[src/hw/startup_seq_pkg.sv]
// Purpose: Constants and types for the post-configuration startup sequencer
// Assumes: Phase selections arrive as static configuration ports
// Notes: Phase codes 0..7 name phases; codes 8 and up are special options
package startup_seq_pkg;

  // ****************************************************************
  // Phase and selection encodings
  // ****************************************************************
  localparam int PHASE_W = 3;
  localparam int SEL_W = 4;
  localparam logic [PHASE_W-1:0] PHASE_LAST = 3'h7;
  localparam logic [SEL_W-1:0] SEL_COMPLETION = 4'h8;
  localparam logic [SEL_W-1:0] SEL_HOLD = 4'h9;
  localparam logic [SEL_W-1:0] SEL_NO_STALL = 4'hf;
  localparam logic [SEL_W-1:0] DEFAULT_DONE_PHASE = 4'h4;
  localparam logic [SEL_W-1:0] DEFAULT_TRISTATE_PHASE = 4'h5;
  localparam logic [SEL_W-1:0] DEFAULT_WRITE_PHASE = 4'h6;
  localparam logic [SEL_W-1:0] DEFAULT_LOCK_PHASE = 4'hf;
  localparam logic [SEL_W-1:0] DEFAULT_MATCH_PHASE = 4'hf;

  // ****************************************************************
  // Startup clock sources
  // ****************************************************************
  typedef enum logic [1:0]
  {
    SRC_CONFIG = 2'b00,
    SRC_USER = 2'b01,
    SRC_SCAN = 2'b10
  } clock_source_t;

  // ****************************************************************
  // Sequencer states
  // ****************************************************************
  typedef enum logic [1:0]
  {
    ST_RUN = 2'b00,
    ST_WAIT_PIN = 2'b01,
    ST_WAIT_EDGE = 2'b10,
    ST_COMPLETE = 2'b11
  } seq_state_t;

endpackage

[src/hw/startup_sequencer.sv]
// Purpose: Phase-stepped startup controller run after configuration load
// Assumes: Startup clock edges arrive as clk-synchronous levels on three inputs
// Notes: One phase per rising edge of the selected startup clock
//
// Operation
// - With pipelining on, completion waits for the pin high and then one more startup edge.
// - Completion asserts in a chosen phase 1 to 6 or hold, default 4, later when pipelined.
// - Tri-state release happens in a chosen phase, the completion phase or hold, default 5.
// - Global write enable rises in a chosen phase, the completion phase or hold, default 6.
// - Block RAM access stays blocked until the write-enable phase, which also enables it.
// - A chosen lock-wait phase 0 to 6 stalls until every clock manager is locked.
// - A chosen match-wait phase 0 to 6 stalls until calibration match is reported.
// - The match wait only observes the running calibration result and never starts it.
// - Startup steps on the configuration clock, a user clock or the scan clock.
`timescale 1ns/1ps

module startup_sequencer
  import startup_seq_pkg::*;
(
  input wire logic clk,
  input wire logic rst,
  input wire logic start,
  input wire startup_seq_pkg::clock_source_t startup_clock_source_select,
  input wire logic config_clock_source,
  input wire logic user_clock_source,
  input wire logic boundary_scan_clock_source,
  input wire logic completion_pipeline_enable,
  input wire logic [startup_seq_pkg::SEL_W-1:0] done_phase_select,
  input wire logic [startup_seq_pkg::SEL_W-1:0] tristate_release_phase_select,
  input wire logic [startup_seq_pkg::SEL_W-1:0] write_enable_phase_select,
  input wire logic [startup_seq_pkg::SEL_W-1:0] lock_wait_phase_select,
  input wire logic [startup_seq_pkg::SEL_W-1:0] match_wait_phase_select,
  input wire logic clock_managers_locked,
  input wire logic impedance_calibration_matched,
  input wire logic completion_pin,
  output logic completion,
  output logic global_tristate,
  output logic global_write_enable,
  output logic block_ram_enable,
  output logic [startup_seq_pkg::PHASE_W-1:0] phase,
  output logic stalled
);
  import startup_seq_pkg::*;

  // ****************************************************************
  // Helpers
  // ****************************************************************
  // True when a selection names the given numbered phase
  function automatic logic sel_hits(input logic [SEL_W-1:0] sel, input logic [PHASE_W-1:0] ph);
    sel_hits = (sel[SEL_W-1] == 1'b0) && (sel[PHASE_W-1:0] == ph);
  endfunction

  // ****************************************************************
  // State
  // ****************************************************************
  seq_state_t state;
  seq_state_t next_state;
  logic [PHASE_W-1:0] next_phase;
  logic next_completion;
  logic next_global_tristate;
  logic next_global_write_enable;
  logic clk_sel;
  logic clk_prev;
  logic next_clk_prev;
  logic step;
  logic lock_stall;
  logic match_stall;
  logic completion_event;
  logic advance;

  // ****************************************************************
  // Startup clock selection and edge detect
  // ****************************************************************
  always_comb
  begin
    unique case (startup_clock_source_select)
      SRC_USER: clk_sel = user_clock_source;
      SRC_SCAN: clk_sel = boundary_scan_clock_source;
      default: clk_sel = config_clock_source;
    endcase
    next_clk_prev = clk_sel;
    step = clk_sel && !clk_prev;
  end

  // ****************************************************************
  // Stall conditions
  // ****************************************************************
  // The match result is only watched here; calibration runs on its own
  always_comb
  begin
    lock_stall = sel_hits(lock_wait_phase_select, phase) && !clock_managers_locked;
    match_stall = sel_hits(match_wait_phase_select, phase)
      && !impedance_calibration_matched;
    // Stalls also apply after completion, since stepping goes on there
    stalled = ((state == ST_RUN) || (state == ST_COMPLETE)) && (lock_stall || match_stall);
  end

  // ****************************************************************
  // Step qualification
  // ****************************************************************
  // The pipelined completion waits freeze the phase; only run and complete step
  always_comb
  begin
    advance = start && step && !stalled
      && ((state == ST_RUN) || (state == ST_COMPLETE));
  end

  // ****************************************************************
  // Phase stepping and global controls
  // ****************************************************************
  always_comb
  begin
    next_state = state;
    next_phase = phase;
    next_completion = completion;
    next_global_tristate = global_tristate;
    next_global_write_enable = global_write_enable;
    completion_event = 1'b0;
    // Phase saturates at the last code so late selections cannot wrap around
    if (advance && (phase != PHASE_LAST))
    begin
      next_phase = phase + 3'h1;
    end
    unique case (state)
      ST_RUN:
      begin
        if (advance)
        begin
          if (sel_hits(done_phase_select, phase))
          begin
            if (completion_pipeline_enable)
            begin
              next_state = ST_WAIT_PIN;
            end
            else
            begin
              completion_event = 1'b1;
              next_state = ST_COMPLETE;
            end
          end
        end
      end
      ST_WAIT_PIN:
      begin
        if (completion_pin)
        begin
          next_state = ST_WAIT_EDGE;
        end
      end
      ST_WAIT_EDGE:
      begin
        if (step)
        begin
          completion_event = 1'b1;
          next_state = ST_COMPLETE;
        end
      end
      ST_COMPLETE:
      begin
        // Phases keep stepping here so later release phases still fire
        next_state = ST_COMPLETE;
      end
    endcase
    if (completion_event)
    begin
      next_completion = 1'b1;
    end
    // Hold codes never match a phase, so the control keeps its value
    if (advance && sel_hits(tristate_release_phase_select, phase))
    begin
      next_global_tristate = 1'b0;
    end
    if (advance && sel_hits(write_enable_phase_select, phase))
    begin
      next_global_write_enable = 1'b1;
    end
    if (completion_event && (tristate_release_phase_select == SEL_COMPLETION))
    begin
      next_global_tristate = 1'b0;
    end
    if (completion_event && (write_enable_phase_select == SEL_COMPLETION))
    begin
      next_global_write_enable = 1'b1;
    end
  end

  // ****************************************************************
  // Registers
  // ****************************************************************
  // Reset leaves the I/O tri-stated with all writes blocked
  always_ff @(posedge clk or posedge rst)
  begin
    if (rst)
    begin
      state <= ST_RUN;
      phase <= 3'h0;
      completion <= 1'b0;
      global_tristate <= 1'b1;
      global_write_enable <= 1'b0;
      clk_prev <= 1'b0;
    end
    else
    begin
      state <= next_state;
      phase <= next_phase;
      completion <= next_completion;
      global_tristate <= next_global_tristate;
      global_write_enable <= next_global_write_enable;
      clk_prev <= next_clk_prev;
    end
  end

  // ****************************************************************
  // Block RAM gating
  // ****************************************************************
  // Block RAMs follow write enable so neither reads nor writes leak early
  assign block_ram_enable = global_write_enable;

endmodule

[config.mk]
export PLATFORM = sky130hd
export DESIGN_NAME = startup_sequencer
export DESIGN_NICKNAME = d
export VERILOG_FILES = /design/src/hw/startup_seq_pkg.sv /design/src/hw/startup_sequencer.sv
export SDC_FILE = /design/constraint.sdc
export NUM_CORES = 1
export LEC_CHECK = 0
export BUFFER_PORTS_ARGS = -buffer_cell sky130_fd_sc_hd__buf_2
export CORE_MARGIN = 2
export CORE_UTILIZATION = 48
export DETAILED_ROUTE_END_ITERATION = 10
export PLACE_DENSITY = 0.8
export SLEW_MARGIN = 20
export SYNTH_ARGS = -nofsm -noshare
export SYNTH_HDL_FRONTEND = slang
export SYNTH_SLANG_ARGS = --single-unit
[constraint.sdc]
create_clock -name clk -period 5.7 [get_ports clk]
set_clock_uncertainty 0.15 [all_clocks]
set_input_delay 1.14 -clock clk [delete_from_list [all_inputs] [get_ports clk]]
set_output_delay 1.14 -clock clk [all_outputs]
set_load 0.03 [all_outputs]
==> results.yml, run 1 <==
place:
  dp.cells: 131
  place_congestion: 0.7005
  port_buffers: 39
  dp_hpwl_um: 1489
setup_path:
  cp_max_fo: 3
  critPathLaunchType: "input port"
  endpoint_kind: "output pin"
  r2r_start: "state[1]"
  worstReg2RegEnd: "phase[2]"
  worstPathRequired_ns: 4.41
  crit_arrival_ns: 2.02
  r2r_slack_ns: 3.58
  crit_end: "stalled"
  cp-startpoint: "lock_wait_phase_select[0]"
  worst_r2r_path_depth: 7
  path_class: "input port to output pin"
yosys:
  seq_area_frac_synth_pct: 28.50
  synth_cells: 80
  syn-num-nets: 120
  ys_ff_latch: 9
  avgSynthCellArea_um2: 9.931
  synth.distinct_cells: 28
  synth_warnings: 0
  synth_edf_count: 0
  async_reset_ff_share_pct: 100.0
  synthesis.area_um2: 794.5
  synth_ff_type: "dfrtp_1"
cells_and_area:
  fill_cells: 131
  antenna_cells: 0
  nNetsFinal: 160
  drive_gt1_share_pct: 43.70
  syn_to_final_growth_pct: 26.14
  layout.cells.non_filler: 135
die:
  dieArea_um2: 1997
  fp.dieW_um: 44.69
  die_h_um: 44.69
  start_util_pct: 52.13
  rows: 14
  ios: 40
  core-area_um2: 1524
routing:
  firstDrtPassIters: 3
  vias: 699
  ant_nets: 0
  wire_per_inst_um: 12.70
  vias_per_cell: 5.178
  drt-total-wl_um: 1714
  first_iter_violations: 6
  drc_errors: 0
sta:
  drv_slew: 0
  finalCritPeriodShare_pct: 58.12
  timing.slew.headroom_pct: 72.68
  clock.fmax_mhz: 301.8
  setup_violations: 0
  finalCriticalPeriod_ns: 3.313
  tightest_slew_ns: 0.4098
  hold_viol_final: 0
  finalSetupTns_ns: 0
  grt_setup_unrepaired: "no"
cts:
  post_cts_resized: 0
  clock_sinks: 9
  clockBufferDepth: 2
  cts_root_buf: "clkbuf_4"
  cts_tree: "yes"
  h-tree-depth: 1
  cts_buffers: 3
  clk_latency_ns: 0.26
  postCtsHoldBufs: 0
  post_cts_buffers: 0
  clk_pin_slew_ns: 0.06
global_routing:
  grt.overflow.total: 0
  grt_pass1_wl_um: 2960
  grt_pass1_vias: 708
  grt_use_total_pct: 20.90
  grt_max_degree: 10
  antenna_found_initial: 0
min_path:
  min_delay_path_depth: 1
  hold_path.class: "register to register"
outcome:
  status: "complete, no violations"
flow_run:
  maxCapViolations: 0
pwr:
  power.leakage_nw: 0.5499
  max-vdd-ir-drop_uv: 287.8
  finalPower_w: 0.0003384
  p_per_area_nw_per_um2: 337.7
## cell usage after synthesis (2+ instances only)
master	count	area share, %
a21oi_1	2	1.3
buf_4	3	2.8
dfrtp_1	8	25
ha_1	8	13
inv_1	9	4.3
mux2_4	2	3.8
mux2i_1	2	2.5
nand2_1	2	0.95
nand2b_1	2	1.6
nor2_1	4	1.9
nor3_1	3	1.9
nor4_1	4	3.1
o21ai_0	2	1.3
or4b_2	2	2.5
xnor2_1	2	2.2
xor2_1	13	14
## critical path, cell delays in order
cell and delay (ns):
buf_2 0.11, xor2_2 0.16, nor3_1 0.14, a32oi_1 0.16, nor2_1 0.11, buf_2 0.20
## state kept, by name, indices dropped and copies added, names as in the netlist
register	cells
block_ram_enable	1
phase	3
clk_prev	1
state	2
completion	1
global_tristate	1
## stage by stage
stage	setup WS, ns	hold WS (ns)	cell area (µm²)	util (%)
after floorplan	2.451	0.3755	794.5	-
after global placement	2.385	0.2993	975.9	64.04
after detailed placement	2.365	0.3045	975.9	64.04
after CTS	2.365	0.3182	1002	65.76
after global routing	2.260	0.3310	1002	65.76
final	2.387	0.3111	1002	65.76
## area by class of cell
class	instances	area, µm²	area share [%]
Multi-Input combinational cell	58	500.5	49.94
Sequential cell	9	226.5	22.60
Timing Repair Buffer	39	195.2	19.48
Inverter	9	33.78	3.371
Clock buffer	4	26.28	2.622
Tap cell	16	20.02	1.998
## per-layer routing
layer / global-route usage (%) / part of all wire (%)
met5: 0 / 0
met4: 7.273 / 1.3
met3: 6.122 / 3.9
met2: 38.55 / 55
met1: 22.19 / 40
## logic make-up after synthesis
kind of cell | after synthesis | share of synthesized area (%)
simple gates | 21 | 16.38
xor+xnor | 16 | 18.58
buf+inv | 13 | 8.503
compound gates | 9 | 9.135
flops | 9 | 28.50
fa+ha+maj | 8 | 12.60
mux | 4 | 6.299
## layout by cell type (no fill, tap or decap), types with 2 or more instances in the layout
cell / count
buf_2: 39
xnor2_1: 2
ha_1: 8
mux2_4: 2
a21oi_1: 2
nor2_1: 4
inv_1: 9
nor4_1: 4
or4b_2: 2
o21ai_0: 2
clkbuf_4: 3
mux2i_1: 2
dfrtp_1: 8
nor3_1: 3
nand2b_1: 2
nand2_1: 2
xor2_1: 13
## report_power, final
part / internal (W) / total [W] / switching, W
combinational: 0.0000775 / 0.000169 / 0.0000913
sequential: 0.0000802 / 0.000119 / 0.0000387
clock: 0.0000270 / 0.0000508 / 0.0000237
total: 0.000185 / 0.000338 / 0.000154
## worst min path at each step
stage                                from         endpoint
final                          completion       completion
after global routing      global_tristate  global_tristate
after CTS                 global_tristate  global_tristate
after detailed placement       completion       completion
after global placement         completion       completion
after floorplan           global_tristate  global_tristate
Note: power is estimated with default switching activity, not from simulation.
==> inputs of run 2 (changes only) <==
--- a/config.mk
+++ b/config.mk
@@ -7,9 +7,9 @@
 export LEC_CHECK = 0
 export BUFFER_PORTS_ARGS = -buffer_cell sky130_fd_sc_hd__buf_2
 export CORE_MARGIN = 2
-export CORE_UTILIZATION = 48
+export CORE_UTILIZATION = 40
 export DETAILED_ROUTE_END_ITERATION = 10
-export PLACE_DENSITY = 0.8
+export PLACE_DENSITY = 0.7
 export SLEW_MARGIN = 20
 export SYNTH_ARGS = -nofsm -noshare
 export SYNTH_HDL_FRONTEND = slang
==> constraint.sdc (replaced) <==
create_clock -name clk -period 2.7 [get_ports clk]
set_clock_uncertainty 0.15 [all_clocks]
set_input_delay 0.54 -clock clk [delete_from_list [all_inputs] [get_ports clk]]
set_output_delay 0.54 -clock clk [all_outputs]
set_load 0.03 [all_outputs]
==> run 2 against run 1 <==
  * Via count is 0.14% lower
  * Die area rose by 18%
  * Critical endpoint unchanged
  * Flip-flop and latch count is the same
  * Non-clock buffer count is the same
  * First-iteration DRC count is the same
  * Sequential power up 110%
  * Worst setup slack worse by 2.0 ns
  * Largest power group unchanged
==> results.yml, run 2 (synthesis gave the netlist of run 1 again) <==
cts:
  clk_latency_ns: 0.26
  post_cts_resized: 0
  h-tree-depth: 1
  cts_root_buf: "clkbuf_4"
  clockBufferDepth: 2
  clk_pin_slew_ns: 0.06
  post_cts_buffers: 0
  clock_sinks: 9
  postCtsHoldBufs: 0
  cts_tree: "yes"
  cts_buffers: 3
global_routing:
  grt_pass1_vias: 694
  grt_use_total_pct: 16.24
  grt.overflow.total: 0
  antenna_found_initial: 0
  grt_pass1_wl_um: 2884
  grt_max_degree: 10
sta:
  finalCriticalPeriod_ns: 2.316
  tightest_slew_ns: 0.4149
  setup_violations: 0
  finalSetupTns_ns: 0
  hold-worst-slack_ns: 0.06990
  hold_viol_final: 0
  finalCritPeriodShare_pct: 85.78
  timing.slew.headroom_pct: 72.34
  grt_setup_unrepaired: "no"
  clock.fmax_mhz: 431.8
  drv_slew: 0
setup_path:
  worstPathCellList: "xor2_2, nor3_1, a32oi_1, nor2_1, buf_2"
  endpoint_kind: "output pin"
  critPathMaxStageDelay_ns: 0.53
  worstPathRequired_ns: 2.01
  cp_max_fo: 8
  crit_arrival_ns: 1.63
  critical_path.top_delay_family: "flip-flops"
  path_class: "register to output pin"
  cp-startpoint: "phase[0]"
  cp.buffers_inverters: 1
  critPathLaunchType: "register"
  cp_slowest_cell: "dfrtp_1"
  r2r_start: "state[0]"
routing:
  drc_errors: 0
  drt-total-wl_um: 1667
  firstDrtPassIters: 6
  ant_nets: 0
  vias: 698
  vias_per_cell: 4.781
  wire_per_inst_um: 11.42
  first_iter_violations: 6
flow_run:
  maxCapViolations: 0
pwr:
  power.leakage_nw: 0.5499
  swShare_pct: 45.73
  max-vdd-ir-drop_uv: 425.7
  p_int_w: 0.0003902
  p_per_area_nw_per_um2: 707.8
  p_comb_share_pct: 49.9
  p_seq_share_pct: 35.4
  p_clk_share_pct: 14.7
  p_switching_w: 0.0003289
cells_and_area:
  multi_input_area_um2: 500.5
  final_cell_mix: "buf_2 (39), xor2_1 (13), inv_1 (9)"
  syn_to_final_growth_pct: 27.87
  largestRegisters: "phase x3, state x2"
  nNetsFinal: 160
  layout_commonest_cell: "buf_2"
  largest_register: "phase"
  drive_gt1_share_pct: 43.70
  antenna_cells: 0
  fill_cells: 180
  largest_reg_flops: 3
  seqCellArea_um2: 226.5
die:
  ios: 40
  rows: 16
  fp.dieW_um: 48.57
  core-area_um2: 1922
  start_util_pct: 41.34
  die_h_um: 48.57
  dieArea_um2: 2359
place:
  port_buffers: 39
  dp_hpwl_um: 1440
  place_congestion: 0.7628
outcome:
  status: "complete, no violations"
min_path:
  hold_path.class: "input port to async pin"
## run 2: cell counts in the layout (fill, tap and decap cells not counted)
Identical to the previous run, type by type.
## run 2: power groups by stage
| stage | logic (W) | clock network, W | registers [W] |
|---|---|---|---|
| final | 0.000359 | 0.000106 | 0.000254 |
| after global routing | 0.000391 | 0.000116 | 0.000264 |
| after CTS | 0.000365 | 0.000110 | 0.000255 |
| after detailed placement | 0.000362 | 0 | 0.000258 |
| after global placement | 0.000354 | 0 | 0.000259 |
| after floorplan | 0.000290 | 0 | 0.000264 |
## run 2: area by class of cell
class,count,area share (%)
clock buffers,4,2.586
inverters,9,3.325
multi-input cells,58,49.26
flip-flops and latches,9,22.29
well taps,27,3.325
repair buffers,39,19.21
## run 2: per-layer routing
metal	part of all wire (%)	vias up	routed length, µm	GRT usage (%)
li1	-	349	-	-
met1	39	327	656	17.15
met2	53	17	886	28.47
met3	4.3	5	72	2.778
met4	3.1	0	51	12.86
met5	0	-	0	0
## run 2: through the flow
stage / power [W] / instances / setup WS (ns) / instance area [µm²] / util (%)
after floorplan: 0.0005547 / 80 / 0.5262 / 794.5 / -
after CTS: 0.0007302 / 146 / 0.3465 / 1016 / 52.86
after global routing: 0.0007711 / 146 / 0.2217 / 1016 / 52.86
after detailed placement: 0.0006195 / 142 / 0.2749 / 989.7 / 51.50
final: 0.0007191 / 146 / 0.3839 / 1016 / 52.86
after global placement: 0.0006127 / 142 / 0.3478 / 989.7 / 51.50
## run 2: worst paths after layout
kind | to | slack (ns) | cells past startpoint
min | block_ram_enable | 0.07 | 2
min reg2reg | global_tristate | 0.32 | 1
max in group asynchronous | global_tristate | 2.03 | 2
max reg2reg | phase[2] | 0.53 | 7
min in group clk | global_tristate | 0.32 | 1
max | stalled | 0.38 | 5
